<file path="src/ixe_pkg.sv">
// Package for the instruction execution subset: encodings, layouts, types.
// Assumes a 12-bit instruction word, 8-bit data and a 32-entry file space.
// Notes on behaviour
// RQ1 - Clear writes zero to file, sets zero flag
// RQ2 - Destination bit zero selects accumulator, one file
// RQ3 - Complement inverts operand, updates zero flag
// RQ4 - Decrement subtracts one, updates zero flag
// RQ5 - Decrement-skip stores result, skips on zero
// RQ6 - Taken skip discards prefetched word, two cycles
// RQ7 - Jump loads nine bits, page from status
// RQ8 - Jump takes two cycles, flags untouched
// RQ9 - Increment adds one, updates zero flag
// RQ10 - Increment-skip stores result, skips on wrap
// RQ11 - OR immediate into accumulator, updates zero
// RQ12 - Zero flag reflects eight-bit result, wraps
package ixe_pkg;
    localparam int IW = 12;
    localparam int DW = 8;
    localparam int AW = 5;
    localparam int PW = 11;
    localparam int DEST_BIT = 5;
    localparam int LIT_MSB = 7;
    localparam int JMP_MSB = 8;
    localparam int STAT_PG_HI = 6;
    localparam int STAT_PG_LO = 5;
    localparam logic [6:0] ENC_CLR = 7'h03;
    localparam logic [5:0] ENC_COM = 6'h09;
    localparam logic [5:0] ENC_DEC = 6'h03;
    localparam logic [5:0] ENC_DSZ = 6'h0B;
    localparam logic [5:0] ENC_INC = 6'h0A;
    localparam logic [5:0] ENC_ISZ = 6'h0F;
    localparam logic [2:0] ENC_JMP = 3'h5;
    localparam logic [3:0] ENC_IOR = 4'hD;
    localparam logic [DW-1:0] ACC_RST = 8'h00;
    localparam logic [PW-1:0] PC_RST = 11'h000;
    localparam logic [DW-1:0] ONE = 8'h01;
    localparam logic [DW-1:0] NULL_BYTE = 8'h00;

    typedef enum logic [3:0] {
        OP_NONE = 4'b0000,
        OP_CLR = 4'b0001,
        OP_COM = 4'b0010,
        OP_DEC = 4'b0011,
        OP_DSZ = 4'b0100,
        OP_INC = 4'b0101,
        OP_ISZ = 4'b0110,
        OP_JMP = 4'b0111,
        OP_IOR = 4'b1000
    } ixe_op_t;

    typedef struct packed {
        logic valid;
        logic [IW-1:0] word;
        logic [DW-1:0] fdata;
    } ixe_pkt_t;

    typedef struct packed {
        logic we;
        logic [AW-1:0] addr;
        logic [DW-1:0] data;
    } ixe_wr_t;

    function automatic ixe_op_t ixe_decode(input logic [IW-1:0] w);
        ixe_op_t op;
        op = OP_NONE;
        if (w[11:5] == ENC_CLR) op = OP_CLR;
        else if (w[11:6] == ENC_COM) op = OP_COM;
        else if (w[11:6] == ENC_DEC) op = OP_DEC;
        else if (w[11:6] == ENC_DSZ) op = OP_DSZ;
        else if (w[11:6] == ENC_INC) op = OP_INC;
        else if (w[11:6] == ENC_ISZ) op = OP_ISZ;
        else if (w[11:9] == ENC_JMP) op = OP_JMP;
        else if (w[11:8] == ENC_IOR) op = OP_IOR;
        return op;
    endfunction
endpackage

</file>
<file path="src/ixe_alu.sv">
// Result path for the execution subset.
// Purely combinational; the caller registers whatever it keeps.
`timescale 1ns/10ps
module ixe_alu
    import ixe_pkg::*;
(
    input wire ixe_op_t i_op, // Decoded operation
    input wire logic [DW-1:0] i_fdata, // File operand
    input wire logic [DW-1:0] i_acc, // Accumulator
    input wire logic [DW-1:0] i_lit, // Immediate literal
    output logic [DW-1:0] o_res, // Result
    output logic o_zero // Result is zero
);
    always_comb begin
        case (i_op)
            OP_CLR: o_res = NULL_BYTE; // [RQ1]
            OP_COM: o_res = ~i_fdata; // [RQ3]
            OP_DEC, OP_DSZ: o_res = i_fdata - ONE; // [RQ4] [RQ5] [RQ12]
            OP_INC, OP_ISZ: o_res = i_fdata + ONE; // [RQ9] [RQ10] [RQ12]
            OP_IOR: o_res = i_acc | i_lit; // [RQ11]
            default: o_res = NULL_BYTE;
        endcase
        o_zero = (o_res == NULL_BYTE); // [RQ12]
    end
endmodule

</file>
<file path="src/ixe_core.sv">
// Execution stage for clear, complement, increment/decrement (with skip),
// absolute jump and OR-immediate. Core supplies the fetched word with
// its file operand already read; results leave as registered strobes.
`timescale 1ns/10ps
module ixe_core
    import ixe_pkg::*;
(
    input wire logic i_clk, // Instruction clock
    input wire logic i_rstn, // Async reset, active low
    input wire ixe_pkt_t i_pkt, // Fetched word and operand
    input wire logic [DW-1:0] i_status, // Status register
    output ixe_wr_t o_wr, // File register write strobe
    output logic [DW-1:0] o_acc, // Accumulator
    output logic o_zero, // Zero flag
    output logic o_pc_load, // Program counter load pulse
    output logic [PW-1:0] o_pc, // Program counter target
    output logic o_discard // Prefetched word dropped
);
    ixe_op_t op;
    logic [DW-1:0] res;
    logic res_zero;
    logic exec;
    logic dest_file;
    logic skip_r;
    logic skip_nxt;

    assign op = ixe_decode(i_pkt.word);
    // Word arriving behind a taken skip or jump executes as a no-op
    assign exec = i_pkt.valid && !skip_r; // [RQ6]
    assign dest_file = i_pkt.word[DEST_BIT];
    assign skip_nxt = exec && (((op == OP_DSZ) || (op == OP_ISZ)) && res_zero
        || (op == OP_JMP)); // [RQ5] [RQ10] [RQ8]

    ixe_alu i_ixe_alu (
        .i_op(op),
        .i_fdata(i_pkt.fdata),
        .i_acc(o_acc),
        .i_lit(i_pkt.word[LIT_MSB:0]),
        .o_res(res),
        .o_zero(res_zero)
    );

    // Skip pending: cleared only by the next valid word, the one dropped
    always_ff @(posedge i_clk or negedge i_rstn) begin
        if (!i_rstn) begin
            skip_r <= 1'b0;
        end else if (i_pkt.valid) begin
            skip_r <= skip_nxt; // [RQ6]
        end
    end

    always_ff @(posedge i_clk or negedge i_rstn) begin
        if (!i_rstn) begin
            o_discard <= 1'b0;
        end else begin
            o_discard <= i_pkt.valid && skip_r; // [RQ6]
        end
    end

    // File write: clear always targets the file, complement and inc/dec (with skip) by the dest bit; OR and jump never write
    always_ff @(posedge i_clk or negedge i_rstn) begin
        if (!i_rstn) begin
            o_wr <= '0;
        end else begin
            o_wr.addr <= i_pkt.word[AW-1:0];
            o_wr.data <= res;
            case (op)
                OP_CLR: o_wr.we <= exec; // [RQ1]
                OP_COM, OP_DEC, OP_DSZ, OP_INC, OP_ISZ:
                    o_wr.we <= exec && dest_file; // [RQ2]
                default: o_wr.we <= 1'b0;
            endcase
        end
    end

    always_ff @(posedge i_clk or negedge i_rstn) begin
        if (!i_rstn) begin
            o_acc <= ACC_RST;
        end else if (exec) begin
            case (op)
                OP_COM, OP_DEC, OP_DSZ, OP_INC, OP_ISZ: begin
                    if (!dest_file) begin
                        o_acc <= res; // [RQ2]
                    end
                end
                OP_IOR: o_acc <= res; // [RQ11]
                default: o_acc <= o_acc;
            endcase
        end
    end

    // Skip variants and the jump leave the flag alone
    always_ff @(posedge i_clk or negedge i_rstn) begin
        if (!i_rstn) begin
            o_zero <= 1'b0;
        end else if (exec) begin
            case (op)
                OP_CLR: o_zero <= 1'b1; // [RQ1]
                OP_COM, OP_DEC, OP_INC, OP_IOR:
                    o_zero <= res_zero; // [RQ3] [RQ4] [RQ9] [RQ11] [RQ12]
                default: o_zero <= o_zero; // [RQ5] [RQ8] [RQ10]
            endcase
        end
    end

    always_ff @(posedge i_clk or negedge i_rstn) begin
        if (!i_rstn) begin
            o_pc_load <= 1'b0;
            o_pc <= PC_RST;
        end else begin
            o_pc_load <= exec && (op == OP_JMP); // [RQ7]
            if (exec && (op == OP_JMP)) begin
                o_pc <= {i_status[STAT_PG_HI:STAT_PG_LO],
                    i_pkt.word[JMP_MSB:0]}; // [RQ7] [RQ8]
            end
        end
    end

    AST_CLEAR: assert property ( // [RQ1]
        @(posedge i_clk) disable iff (!i_rstn)
        exec && op == OP_CLR |=> o_wr.we && o_wr.data == 8'h00 && o_zero)
        else $error("clear did not write zero and set flag");

    AST_DEST_ACC: assert property ( // [RQ2]
        @(posedge i_clk) disable iff (!i_rstn)
        exec && op == OP_COM && !dest_file
        |=> !o_wr.we && o_acc == ~$past(i_pkt.fdata))
        else $error("dest zero did not route to accumulator");

    AST_DEST_FILE: assert property ( // [RQ2]
        @(posedge i_clk) disable iff (!i_rstn)
        exec && op == OP_DEC && dest_file
        |=> o_wr.we && o_wr.addr == $past(i_pkt.word[4:0]) && $stable(o_acc))
        else $error("dest one did not write the file register");

    AST_COMPLEMENT: assert property ( // [RQ3]
        @(posedge i_clk) disable iff (!i_rstn)
        exec && op == OP_COM && dest_file
        |=> o_wr.we && o_wr.data == ~$past(i_pkt.fdata)
            && o_zero == ($past(i_pkt.fdata) == 8'hFF))
        else $error("complement result or flag wrong");

    AST_DECREMENT: assert property ( // [RQ4]
        @(posedge i_clk) disable iff (!i_rstn)
        exec && op == OP_DEC && dest_file
        |=> o_wr.data == $past(i_pkt.fdata) - 8'h01
            && o_zero == ($past(i_pkt.fdata) == 8'h01))
        else $error("decrement result or flag wrong");

    AST_DSZ_FLAG: assert property ( // [RQ5]
        @(posedge i_clk) disable iff (!i_rstn)
        exec && op == OP_DSZ |=> $stable(o_zero))
        else $error("decrement-skip changed zero flag");

    AST_DSZ_SKIP: assert property ( // [RQ5]
        @(posedge i_clk) disable iff (!i_rstn)
        exec && op == OP_DSZ |=> skip_r == ($past(i_pkt.fdata) == 8'h01))
        else $error("decrement-skip skip decision wrong");

    AST_SKIP_DROP: assert property ( // [RQ6]
        @(posedge i_clk) disable iff (!i_rstn)
        exec && op == OP_ISZ && i_pkt.fdata == 8'hFF ##1 i_pkt.valid
        |=> o_discard && !o_wr.we && !o_pc_load)
        else $error("taken skip did not drop next word");

    AST_DROP_HOLD: assert property ( // [RQ6]
        @(posedge i_clk) disable iff (!i_rstn)
        i_pkt.valid && skip_r
        |=> o_discard && !o_wr.we && !o_pc_load && !skip_r
            && $stable(o_acc) && $stable(o_zero))
        else $error("dropped word changed state");

    AST_IDLE: assert property ( // [RQ6]
        @(posedge i_clk) disable iff (!i_rstn)
        !i_pkt.valid |=> !o_wr.we && !o_pc_load && !o_discard)
        else $error("strobe raised without a word");

    AST_JUMP: assert property ( // [RQ7]
        @(posedge i_clk) disable iff (!i_rstn)
        exec && op == OP_JMP
        |=> o_pc_load && o_pc[8:0] == $past(i_pkt.word[8:0])
            && o_pc[10:9] == $past(i_status[6:5]))
        else $error("jump target wrong");

    AST_JUMP_TWO: assert property ( // [RQ8]
        @(posedge i_clk) disable iff (!i_rstn)
        exec && op == OP_JMP ##1 i_pkt.valid
        |=> o_discard && $stable(o_zero) && !o_pc_load)
        else $error("jump not two cycles or flag touched");

    AST_JUMP_FLAGS: assert property ( // [RQ8]
        @(posedge i_clk) disable iff (!i_rstn)
        exec && op == OP_JMP
        |=> $stable(o_zero) && $stable(o_acc) && !o_wr.we && skip_r)
        else $error("jump touched state or did not drop");

    AST_INCREMENT: assert property ( // [RQ9]
        @(posedge i_clk) disable iff (!i_rstn)
        exec && op == OP_INC && !dest_file
        |=> o_acc == $past(i_pkt.fdata) + 8'h01
            && o_zero == ($past(i_pkt.fdata) == 8'hFF))
        else $error("increment result or flag wrong");

    AST_INC_FILE: assert property ( // [RQ9]
        @(posedge i_clk) disable iff (!i_rstn)
        exec && op == OP_INC && dest_file
        |=> o_wr.we && o_wr.data == $past(i_pkt.fdata) + 8'h01
            && o_zero == ($past(i_pkt.fdata) == 8'hFF))
        else $error("increment to file wrong");

    AST_ISZ_FLAG: assert property ( // [RQ10]
        @(posedge i_clk) disable iff (!i_rstn)
        exec && op == OP_ISZ |=> $stable(o_zero))
        else $error("increment-skip changed zero flag");

    AST_ISZ_SKIP: assert property ( // [RQ10]
        @(posedge i_clk) disable iff (!i_rstn)
        exec && op == OP_ISZ |=> skip_r == ($past(i_pkt.fdata) == 8'hFF))
        else $error("increment-skip skip decision wrong");

    AST_ISZ_RESULT: assert property ( // [RQ10]
        @(posedge i_clk) disable iff (!i_rstn)
        exec && op == OP_ISZ && !dest_file
        |=> o_acc == $past(i_pkt.fdata) + 8'h01 && !o_wr.we)
        else $error("increment-skip result wrong");

    AST_ORLIT: assert property ( // [RQ11]
        @(posedge i_clk) disable iff (!i_rstn)
        exec && op == OP_IOR
        |=> o_acc == ($past(o_acc) | $past(i_pkt.word[7:0]))
            && o_zero == (o_acc == 8'h00) && !o_wr.we)
        else $error("OR immediate result or flag wrong");

    AST_ZERO_DEC: assert property ( // [RQ12]
        @(posedge i_clk) disable iff (!i_rstn)
        exec && op == OP_DEC && !dest_file
        |=> o_acc == $past(i_pkt.fdata) - 8'h01
            && o_zero == ($past(i_pkt.fdata) == 8'h01))
        else $error("zero flag does not follow wrapped result");
endmodule

</file>
<file path="config.mk">
export PLATFORM = sky130hd
export DESIGN_NAME = ixe_core
export DESIGN_NICKNAME = d
export VERILOG_FILES = /design/src/ixe_pkg.sv /design/src/ixe_alu.sv /design/src/ixe_core.sv
export SDC_FILE = /design/constraint.sdc
export NUM_CORES = 1
export LEC_CHECK = 0
export BUFFER_PORTS_ARGS = -buffer_cell sky130_fd_sc_hd__buf_2
export CAP_MARGIN = 20
export CORE_UTILIZATION = 47
export CTS_BUF_LIST = sky130_fd_sc_hd__clkbuf_4 sky130_fd_sc_hd__clkbuf_8
export DETAILED_ROUTE_END_ITERATION = 12
export PLACE_DENSITY = 0.78
export SETUP_SLACK_MARGIN = 0.3
export SYNTH_ARGS = -nofsm -noshare
export SYNTH_HDL_FRONTEND = slang
export SYNTH_HIERARCHICAL = 1
export SYNTH_SLANG_ARGS = --single-unit
export TNS_END_PERCENT = 5
</file>
<file path="constraint.sdc">
create_clock -name i_clk -period 1.7 [get_ports i_clk]
set_clock_uncertainty 0.05 [all_clocks]
set_input_delay 0 -clock i_clk [delete_from_list [all_inputs] [get_ports i_clk]]
set_output_delay 0 -clock i_clk [all_outputs]
set_load 0.03 [all_outputs]
</file>
# Yosys cells after proc, flatten, opt, wreduce, memory -nomap -nowiden
# Cells that the tools add are included.
word_totals:
  regBits: 37
  wordCells: 61
  in_bits: 31
  out_inout_bits: 36
op_classes:
  n_mux: 13
  n_reduce_logical: 18
  n_eq_ne: 17
  n_bitwise: 2
  add_sub_neg: 2
ops:
  columns: ["op", "n"]
  rows:
  - ["$mux W4", 8]
  - ["$pmux W8 S4", 1]
  - ["$eq A6 B4 Y1 const B", 4]
  - ["$eq A4 B3 Y1 const B", 4]
  - ["$pmux W8 S2", 1]
  - ["$add A8 B1 Y8 const B", 1]
  - ["$eq A4 B2 Y1 const B", 2]
  - ["$eq A4 B4 Y1 const B", 2]
  - ["$logic_not A8 Y1", 1]
  - ["$mux W8", 1]
  - ["$not A8 Y8", 1]
  - ["$or A8 B8 Y8", 1]
  - ["$sub A8 B1 Y8 const B", 1]
  - ["$eq A7 B2 Y1 const B", 1]
  - ["$eq A6 B2 Y1 const B", 1]
  - ["$logic_and A1 B1 Y1", 6]
  - ["$reduce_or A5 Y1", 1]
  - ["$eq A4 B1 Y1 const B", 1]
  - ["$pmux W1 S2", 2]
  - ["$reduce_bool A2 Y1", 2]
  - ["$reduce_or A2 Y1", 2]
  - ["$reduce_or A4 Y1", 1]
  - ["$eq A3 B3 Y1 const B", 1]
  - ["$reduce_and A3 Y1", 1]
  - ["other kinds (4)", 5]

# Longest topological paths before layout
depth:
  depth_word: 16
  ltp_mapped: 19
  depth_no_buf: 17

# Modules after synthesis
# The synthesis kept the hierarchy.
modules_own_cells:
  columns: ["mod", "area_per_inst_um2", "cells_each", "instances"]
  rows:
  - ["ixe_core", 1451.4, 103, 1]
  - ["ixe_alu", 578.1, 86, 1]

# Worst setup path before layout
# No wires, ideal clock.
synth_timing:
  kind: "in2reg"
  from: "input i_pkt[16] (netlist bit)"
  to: "register skip_r"
  required_time_ps: 1555
  t_arrival_ps: 2823
  slack_ps: -1269
  path_stages: 18
  n_path_buf: 2
  setup_time_ps: 95
  cell_sequence: "clkbuf_1 > nor2_1 > a32o_1 > nand2_1 > a21oi_1 > buf_6 > xnor2_1 > nor2_1 > xnor2_1 > ha_1 > or4_1 > a21oi_1 > o31ai_1 > o21ai_0 > nand4_1 > nor4_2 > a31oi_1 > o31ai_1"
synth_between:
  elab_cells_between_ends: 30
synth_rtl:
  columns: ["element", "line", "text"]
  rows:
  - ["start: declaration", "ixe_core.sv:10", "input wire ixe_pkt_t i_pkt,"]
  - ["$eq A6 B4 Y1", "ixe_pkg.sv:71", "else if (w[11:6] == ENC_ISZ) op = OP_ISZ;"]
  - ["$mux W4", "ixe_pkg.sv:71", null]
  - ["$mux W4", "ixe_pkg.sv:70", "else if (w[11:6] == ENC_INC) op = OP_INC;"]
  - ["$mux W4", "ixe_pkg.sv:69", "else if (w[11:6] == ENC_DSZ) op = OP_DSZ;"]
  - ["$mux W4", "ixe_pkg.sv:68", "else if (w[11:6] == ENC_DEC) op = OP_DEC;"]
  - ["$mux W4", "ixe_pkg.sv:67", "else if (w[11:6] == ENC_COM) op = OP_COM;"]
  - ["$mux W4 (*)", "ixe_pkg.sv:66", "if (w[11:5] == ENC_CLR) op = OP_CLR;"]
  - ["via op[1]", "ixe_core.sv:19", "ixe_op_t op;"]
  - ["$eq A4 B3 Y1 or $eq A4 B2 Y1 (tied branches)", "ixe_alu.sv:15", "case (i_op)"]
  - ["$reduce_or A2 Y1", "ixe_alu.sv:15", null]
  - ["$pmux W8 S4 (*)", "ixe_alu.sv:15", null]
  - ["$logic_not A8 Y1 (*)", "ixe_alu.sv:23", "o_zero = (o_res == NULL_BYTE);"]
  - ["via res_zero", "ixe_core.sv:21", "logic res_zero;"]
  - ["$logic_and A1 B1 Y1 (*)", "ixe_core.sv:31", "assign skip_nxt = exec && (((op == OP_DSZ) || (op == OP_ISZ)) && res_zero"]
  - ["$logic_or A1 B1 Y1 (*)", "ixe_core.sv:32", "|| (op == OP_JMP));"]
  - ["$logic_and A1 B1 Y1 (*)", "ixe_core.sv:31", null]
  - ["end signal: assignment", "ixe_core.sv:48", "skip_r <= skip_nxt;"]
  - ["end: declaration", "ixe_core.sv:24", "logic skip_r;"]
# Mark *: on every way through the listed nets, which the timed path passes. The rest lies on a longest branch.
# A chain may end at the register's enable or synchronous reset.

# Worst setup path in the final report
layout_timing:
  from: "input i_pkt[15] (netlist bit)"
  to: "register skip_r"
# Same word-level chain as after synthesis.

==> run summary <==
The run finished, with violations left. The checks that failed: setup timing. The capture point of the worst path is skip_r. The final core area utilization is 0.769. The number of enable flip-flop cells after synthesis came out at 0.

The final worst-path cycle share is 1.53. The library cell appearing most often on the critical path is sky130_fd_sc_hd__buf_4. The antenna diode instance count is 0. The combinational group share of total power is 0.356. The die extent in x came out at 67.7 um. The analysis attributes to cell leakage a power of 1.57 nW.

The first-pass GRT wire length is roughly 8600 um. The post-placement setup slack is -1240 ps. The largest net degree at the start of global routing came out at 38. For the pin with the worst max-slew slack, the measured transition is 816 ps. The count of final setup violators came out at 15. The layout overhead on the synthesized area is 54.8%. The category of the critical setup timing path is in2reg. The hold violation total from the final report came to 0. The proportion of layout cells with a drive suffix above 1 came out at 0.551. The net count after synthesis came out at roughly 220.

The via count of the first global-routing pass is 1,869. The startpoint identified for the worst register-to-register timing path is o_acc[6]. The signal on the critical path passes through buf_4, xnor2_1, a32o_2, nand2_1, a21oi_1, buf_4, xnor2_2, nor2_1, xnor2_1, ha_2, buf_4, nand3_2, o32a_1, nand3_1, a21bo_1, nor4_2, a31oi_1, o31ai_1.

The number of storage elements in the synthesis netlist is 37. The die outline area is between 4000 and 5000 um2. The share of the Yosys chip area taken by registers is 0.456. The count of fill cells added during filler insertion came out at 284. The cell area after synthesis is 2030 um2. STA puts the critical path data arrival time at 2740 ps. The number of max-slew violations in the final report came out at 0. The register clock-pin slew on the reported worst setup and hold paths is about 80 ps. The required time at the worst-slack endpoint came out at 1840 ps. The iteration count of the initial detailed-routing pass is 4.

The standard cell core area came out at ~4100 um2. The total area of multi-input combinational cells came out at about 1200 um2. The root buffer cell is sky130_fd_sc_hd__clkbuf_8. The overall global routing resource usage is 0.255.

The count of distinct cell types in the synthesized netlist came out at 56. The violation count after the first detailed-route iteration came out at 103. CTS saw 37 sinks. Of all nets on the critical path, the largest fanout is 4.

Post-CTS timing repair inserted 0 buffers for setup. The share of total power in the clock network is 0.274. The via density per instance is 5.48. The number of antenna violations at the first check in global routing is 0. The buffer levels on the longest clock path is 2.

The worst setup path is launched from an input port. The share of async-settable or async-resettable flops after synthesis is 1.00. Across all register-to-register paths, the minimum setup slack is -270 ps. Timing would allow up to approximately 380 MHz. The setup TNS after final layout is -7200 ps. The final net count is approximately 350. The minimum setup slack in the final design is -905 ps. The number of placed I/O pins is between 60 and 70.

The most used flip-flop cell after synthesis is sky130_fd_sc_hd__dfrtp_1. On the critical path, the stage with the largest delay is an instance of sky130_fd_sc_hd__nor4_2. The via count came out at 1,995. The power per unit of standard cell area is 928 nW/um2. The worst setup path is captured at a register. In this run the most critical hold path is launched from i_pkt[10].

After global routing the overflow that remains totals 0. In this run the critical register-to-register path is captured at skip_r. The timing startpoint of the critical path is i_pkt[15]. The number of clock buffers inserted by TritonCTS came out at 5. The longest individual stage delay on the worst path came out at 320 ps.

The placed wire-length estimate after detailed placement is 4110 um. In this run the remaining antenna-violating nets after routing total 0. TritonCTS built the clock tree.

In this run the tightest slew margin relative to its limit is 0.456. The mean instance size in the synthesized netlist came out at 10.7 um2. Across the VDD grid, the largest voltage drop is approximately 0.89 mV. The total detailed-routing wirelength came out at 5790 um.

The insertion delay to the later sink of the worst-skew pair came out at 280 ps. The instance count of the mapped netlist is 189. In this run the number of H-tree levels came out at 2. The floorplan row count is 23. The die height came out at 67.7 um. The worst reg2reg path depth came out at 7. Dividing the detail-routed wire length by the instance count gives 15.9 um. The count of synthesis-stage warnings from yosys is 6. The total power consumption of the routed design is 2.92 mW. The net switching power figure came out at 984 uW.

Routability-driven placement finished with a final weighted congestion of 0.869. The number of I/O port buffers came out at 60. Setup repair after global routing could not meet its margin everywhere. The class of the tightest hold or removal check is in2reg.

The number of max-capacitance violations reported is 0. The net switching share of the total power came out at 0.337. The sequential standard cell area is 926 um2. The remaining routing DRC violations is 0.

Counting I/O delays and the setup requirement, the final critical path takes 2600 ps. The starting density of the core came out at 0.497. The sequential fraction of design power came out at 0.370. The internal power of the cells totals 1.93 mW.
==> critical path, delay by kind of cell <==
kind	cells	cell delay (ps)
buffers and inverters	3	400
and+or+nand+nor	5	670
AOI/OAI and AO/OA	6	1050
xor gates and xnor gates	3	380
adders and majority gates	1	230
==> area by class of cell <==
type                       instances  area share
clock buffer                       6      0.0263
clock inverter                     2      0.0119
inverter                           4     0.00478
multi-input combinational        139       0.375
sequential                        37       0.295
tap                               50      0.0199
timing repair buffer             126       0.268
==> state kept, by name, indices dropped and copies added (netlist names) <==
register and count:
o_discard 1, skip_r 1, o_zero 1, o_pc_load 1, o_acc 8, o_wr 14, o_pc 11
==> Yosys cell counts, types with 2 or more instances <==
| library cell | count | area share |
|---|---|---|
| sky130_fd_sc_hd__nor2_1 | 21 | 0.039 |
| sky130_fd_sc_hd__nand2_1 | 4 | 0.0074 |
| sky130_fd_sc_hd__o22ai_1 | 5 | 0.015 |
| sky130_fd_sc_hd__a21oi_1 | 7 | 0.017 |
| sky130_fd_sc_hd__o32a_1 | 2 | 0.0099 |
| sky130_fd_sc_hd__a21boi_0 | 2 | 0.0074 |
| sky130_fd_sc_hd__nand4_1 | 2 | 0.0062 |
| sky130_fd_sc_hd__or3_1 | 3 | 0.0092 |
| sky130_fd_sc_hd__buf_6 | 3 | 0.017 |
| sky130_fd_sc_hd__buf_2 | 2 | 0.0049 |
| sky130_fd_sc_hd__o221ai_1 | 2 | 0.0086 |
| sky130_fd_sc_hd__nand3_1 | 6 | 0.015 |
| sky130_fd_sc_hd__nor3_1 | 3 | 0.0074 |
| sky130_fd_sc_hd__buf_4 | 2 | 0.0074 |
| sky130_fd_sc_hd__and3_1 | 2 | 0.0062 |
| sky130_fd_sc_hd__o31ai_1 | 2 | 0.0074 |
| sky130_fd_sc_hd__xnor2_1 | 4 | 0.017 |
| sky130_fd_sc_hd__clkbuf_1 | 2 | 0.0037 |
| sky130_fd_sc_hd__a31oi_1 | 2 | 0.0062 |
| sky130_fd_sc_hd__a2111oi_0 | 2 | 0.0086 |
| sky130_fd_sc_hd__o21a_1 | 2 | 0.0074 |
| sky130_fd_sc_hd__mux2i_1 | 3 | 0.015 |
| sky130_fd_sc_hd__o21ai_0 | 7 | 0.017 |
| sky130_fd_sc_hd__dfrtp_1 | 37 | 0.46 |
| sky130_fd_sc_hd__nor4_1 | 3 | 0.0092 |
| sky130_fd_sc_hd__mux2_2 | 19 | 0.11 |
| sky130_fd_sc_hd__and2_1 | 3 | 0.0092 |
| sky130_fd_sc_hd__nand2b_1 | 4 | 0.012 |
| sky130_fd_sc_hd__o21bai_1 | 3 | 0.011 |
| sky130_fd_sc_hd__inv_1 | 4 | 0.0074 |
==> cells by family (layout without fill, tap and decap cells) <==
group                      Yosys count  count (layout)  synth area share
and+or+nand+nor                     64              64             0.177
AOI/OAI and AO/OA                   46              46             0.170
DFF                                 37              37             0.456
muxes                               22              22             0.120
buffers and inverters               13             138            0.0401
xor gates and xnor gates             5               5            0.0253
adders and majority gates            2               2            0.0111
==> layout by cell type, fill, tap and decap left out, drive strengths merged, types with 5 or more instances in the layout <==
cell and count:
dlygate4sd3 10, nor2 21, clkbuf 6, dfrtp 37
nand3 6, buf 116, o22ai 5, mux2 19
a21oi 8, o21ai 7
==> worst min-delay path by stage <==
stage	cells past startpoint	to	slack, ps
after floorplan	0	o_acc[0]	-350
after global placement	1	o_pc[8]	70
after global routing	3	o_wr[0]	10
after CTS	2	o_pc[8]	-50
after detailed placement	1	o_pc[8]	80
final	3	o_wr[2]	3
==> power groups by stage <==
stage,Sequential [mW],Clock [mW],Combinational [mW]
2_1_floorplan,1.36,0,0.284
6_report,1.08,0.799,1.04
4_1_cts,1.08,0.803,1.02
3_3_place_gp,1.08,0,0.922
5_1_grt,1.10,0.842,1.10
3_5_place_dp,1.09,0,0.940
==> routing by layer <==
layer  wire length [um]  GRT usage
met4                 20     0.0426
met5                  0          0
met2               3000      0.448
met1               2460      0.324
met3                314     0.0490
==> repair_timing <==
action | 4_1_cts | 5_1_grt
gates resized for setup | 29 | 10
hold endpoints to repair | 51 | 1
hold buffers | 9 | 1
pin swaps | 5 | 0
setup endpoints to repair | 29 | 29
==> through the flow <==
stage	instance area, um2	std cells	hold WS [ps]
global placement	2770	346	73.8
global route	3140	364	11.1
CTS	3100	363	-45.6
detailed placement	2770	346	80.1
floorplan	2050	189	-346
finish	3140	364	3.20
Power figures use the tool's default switching activity.
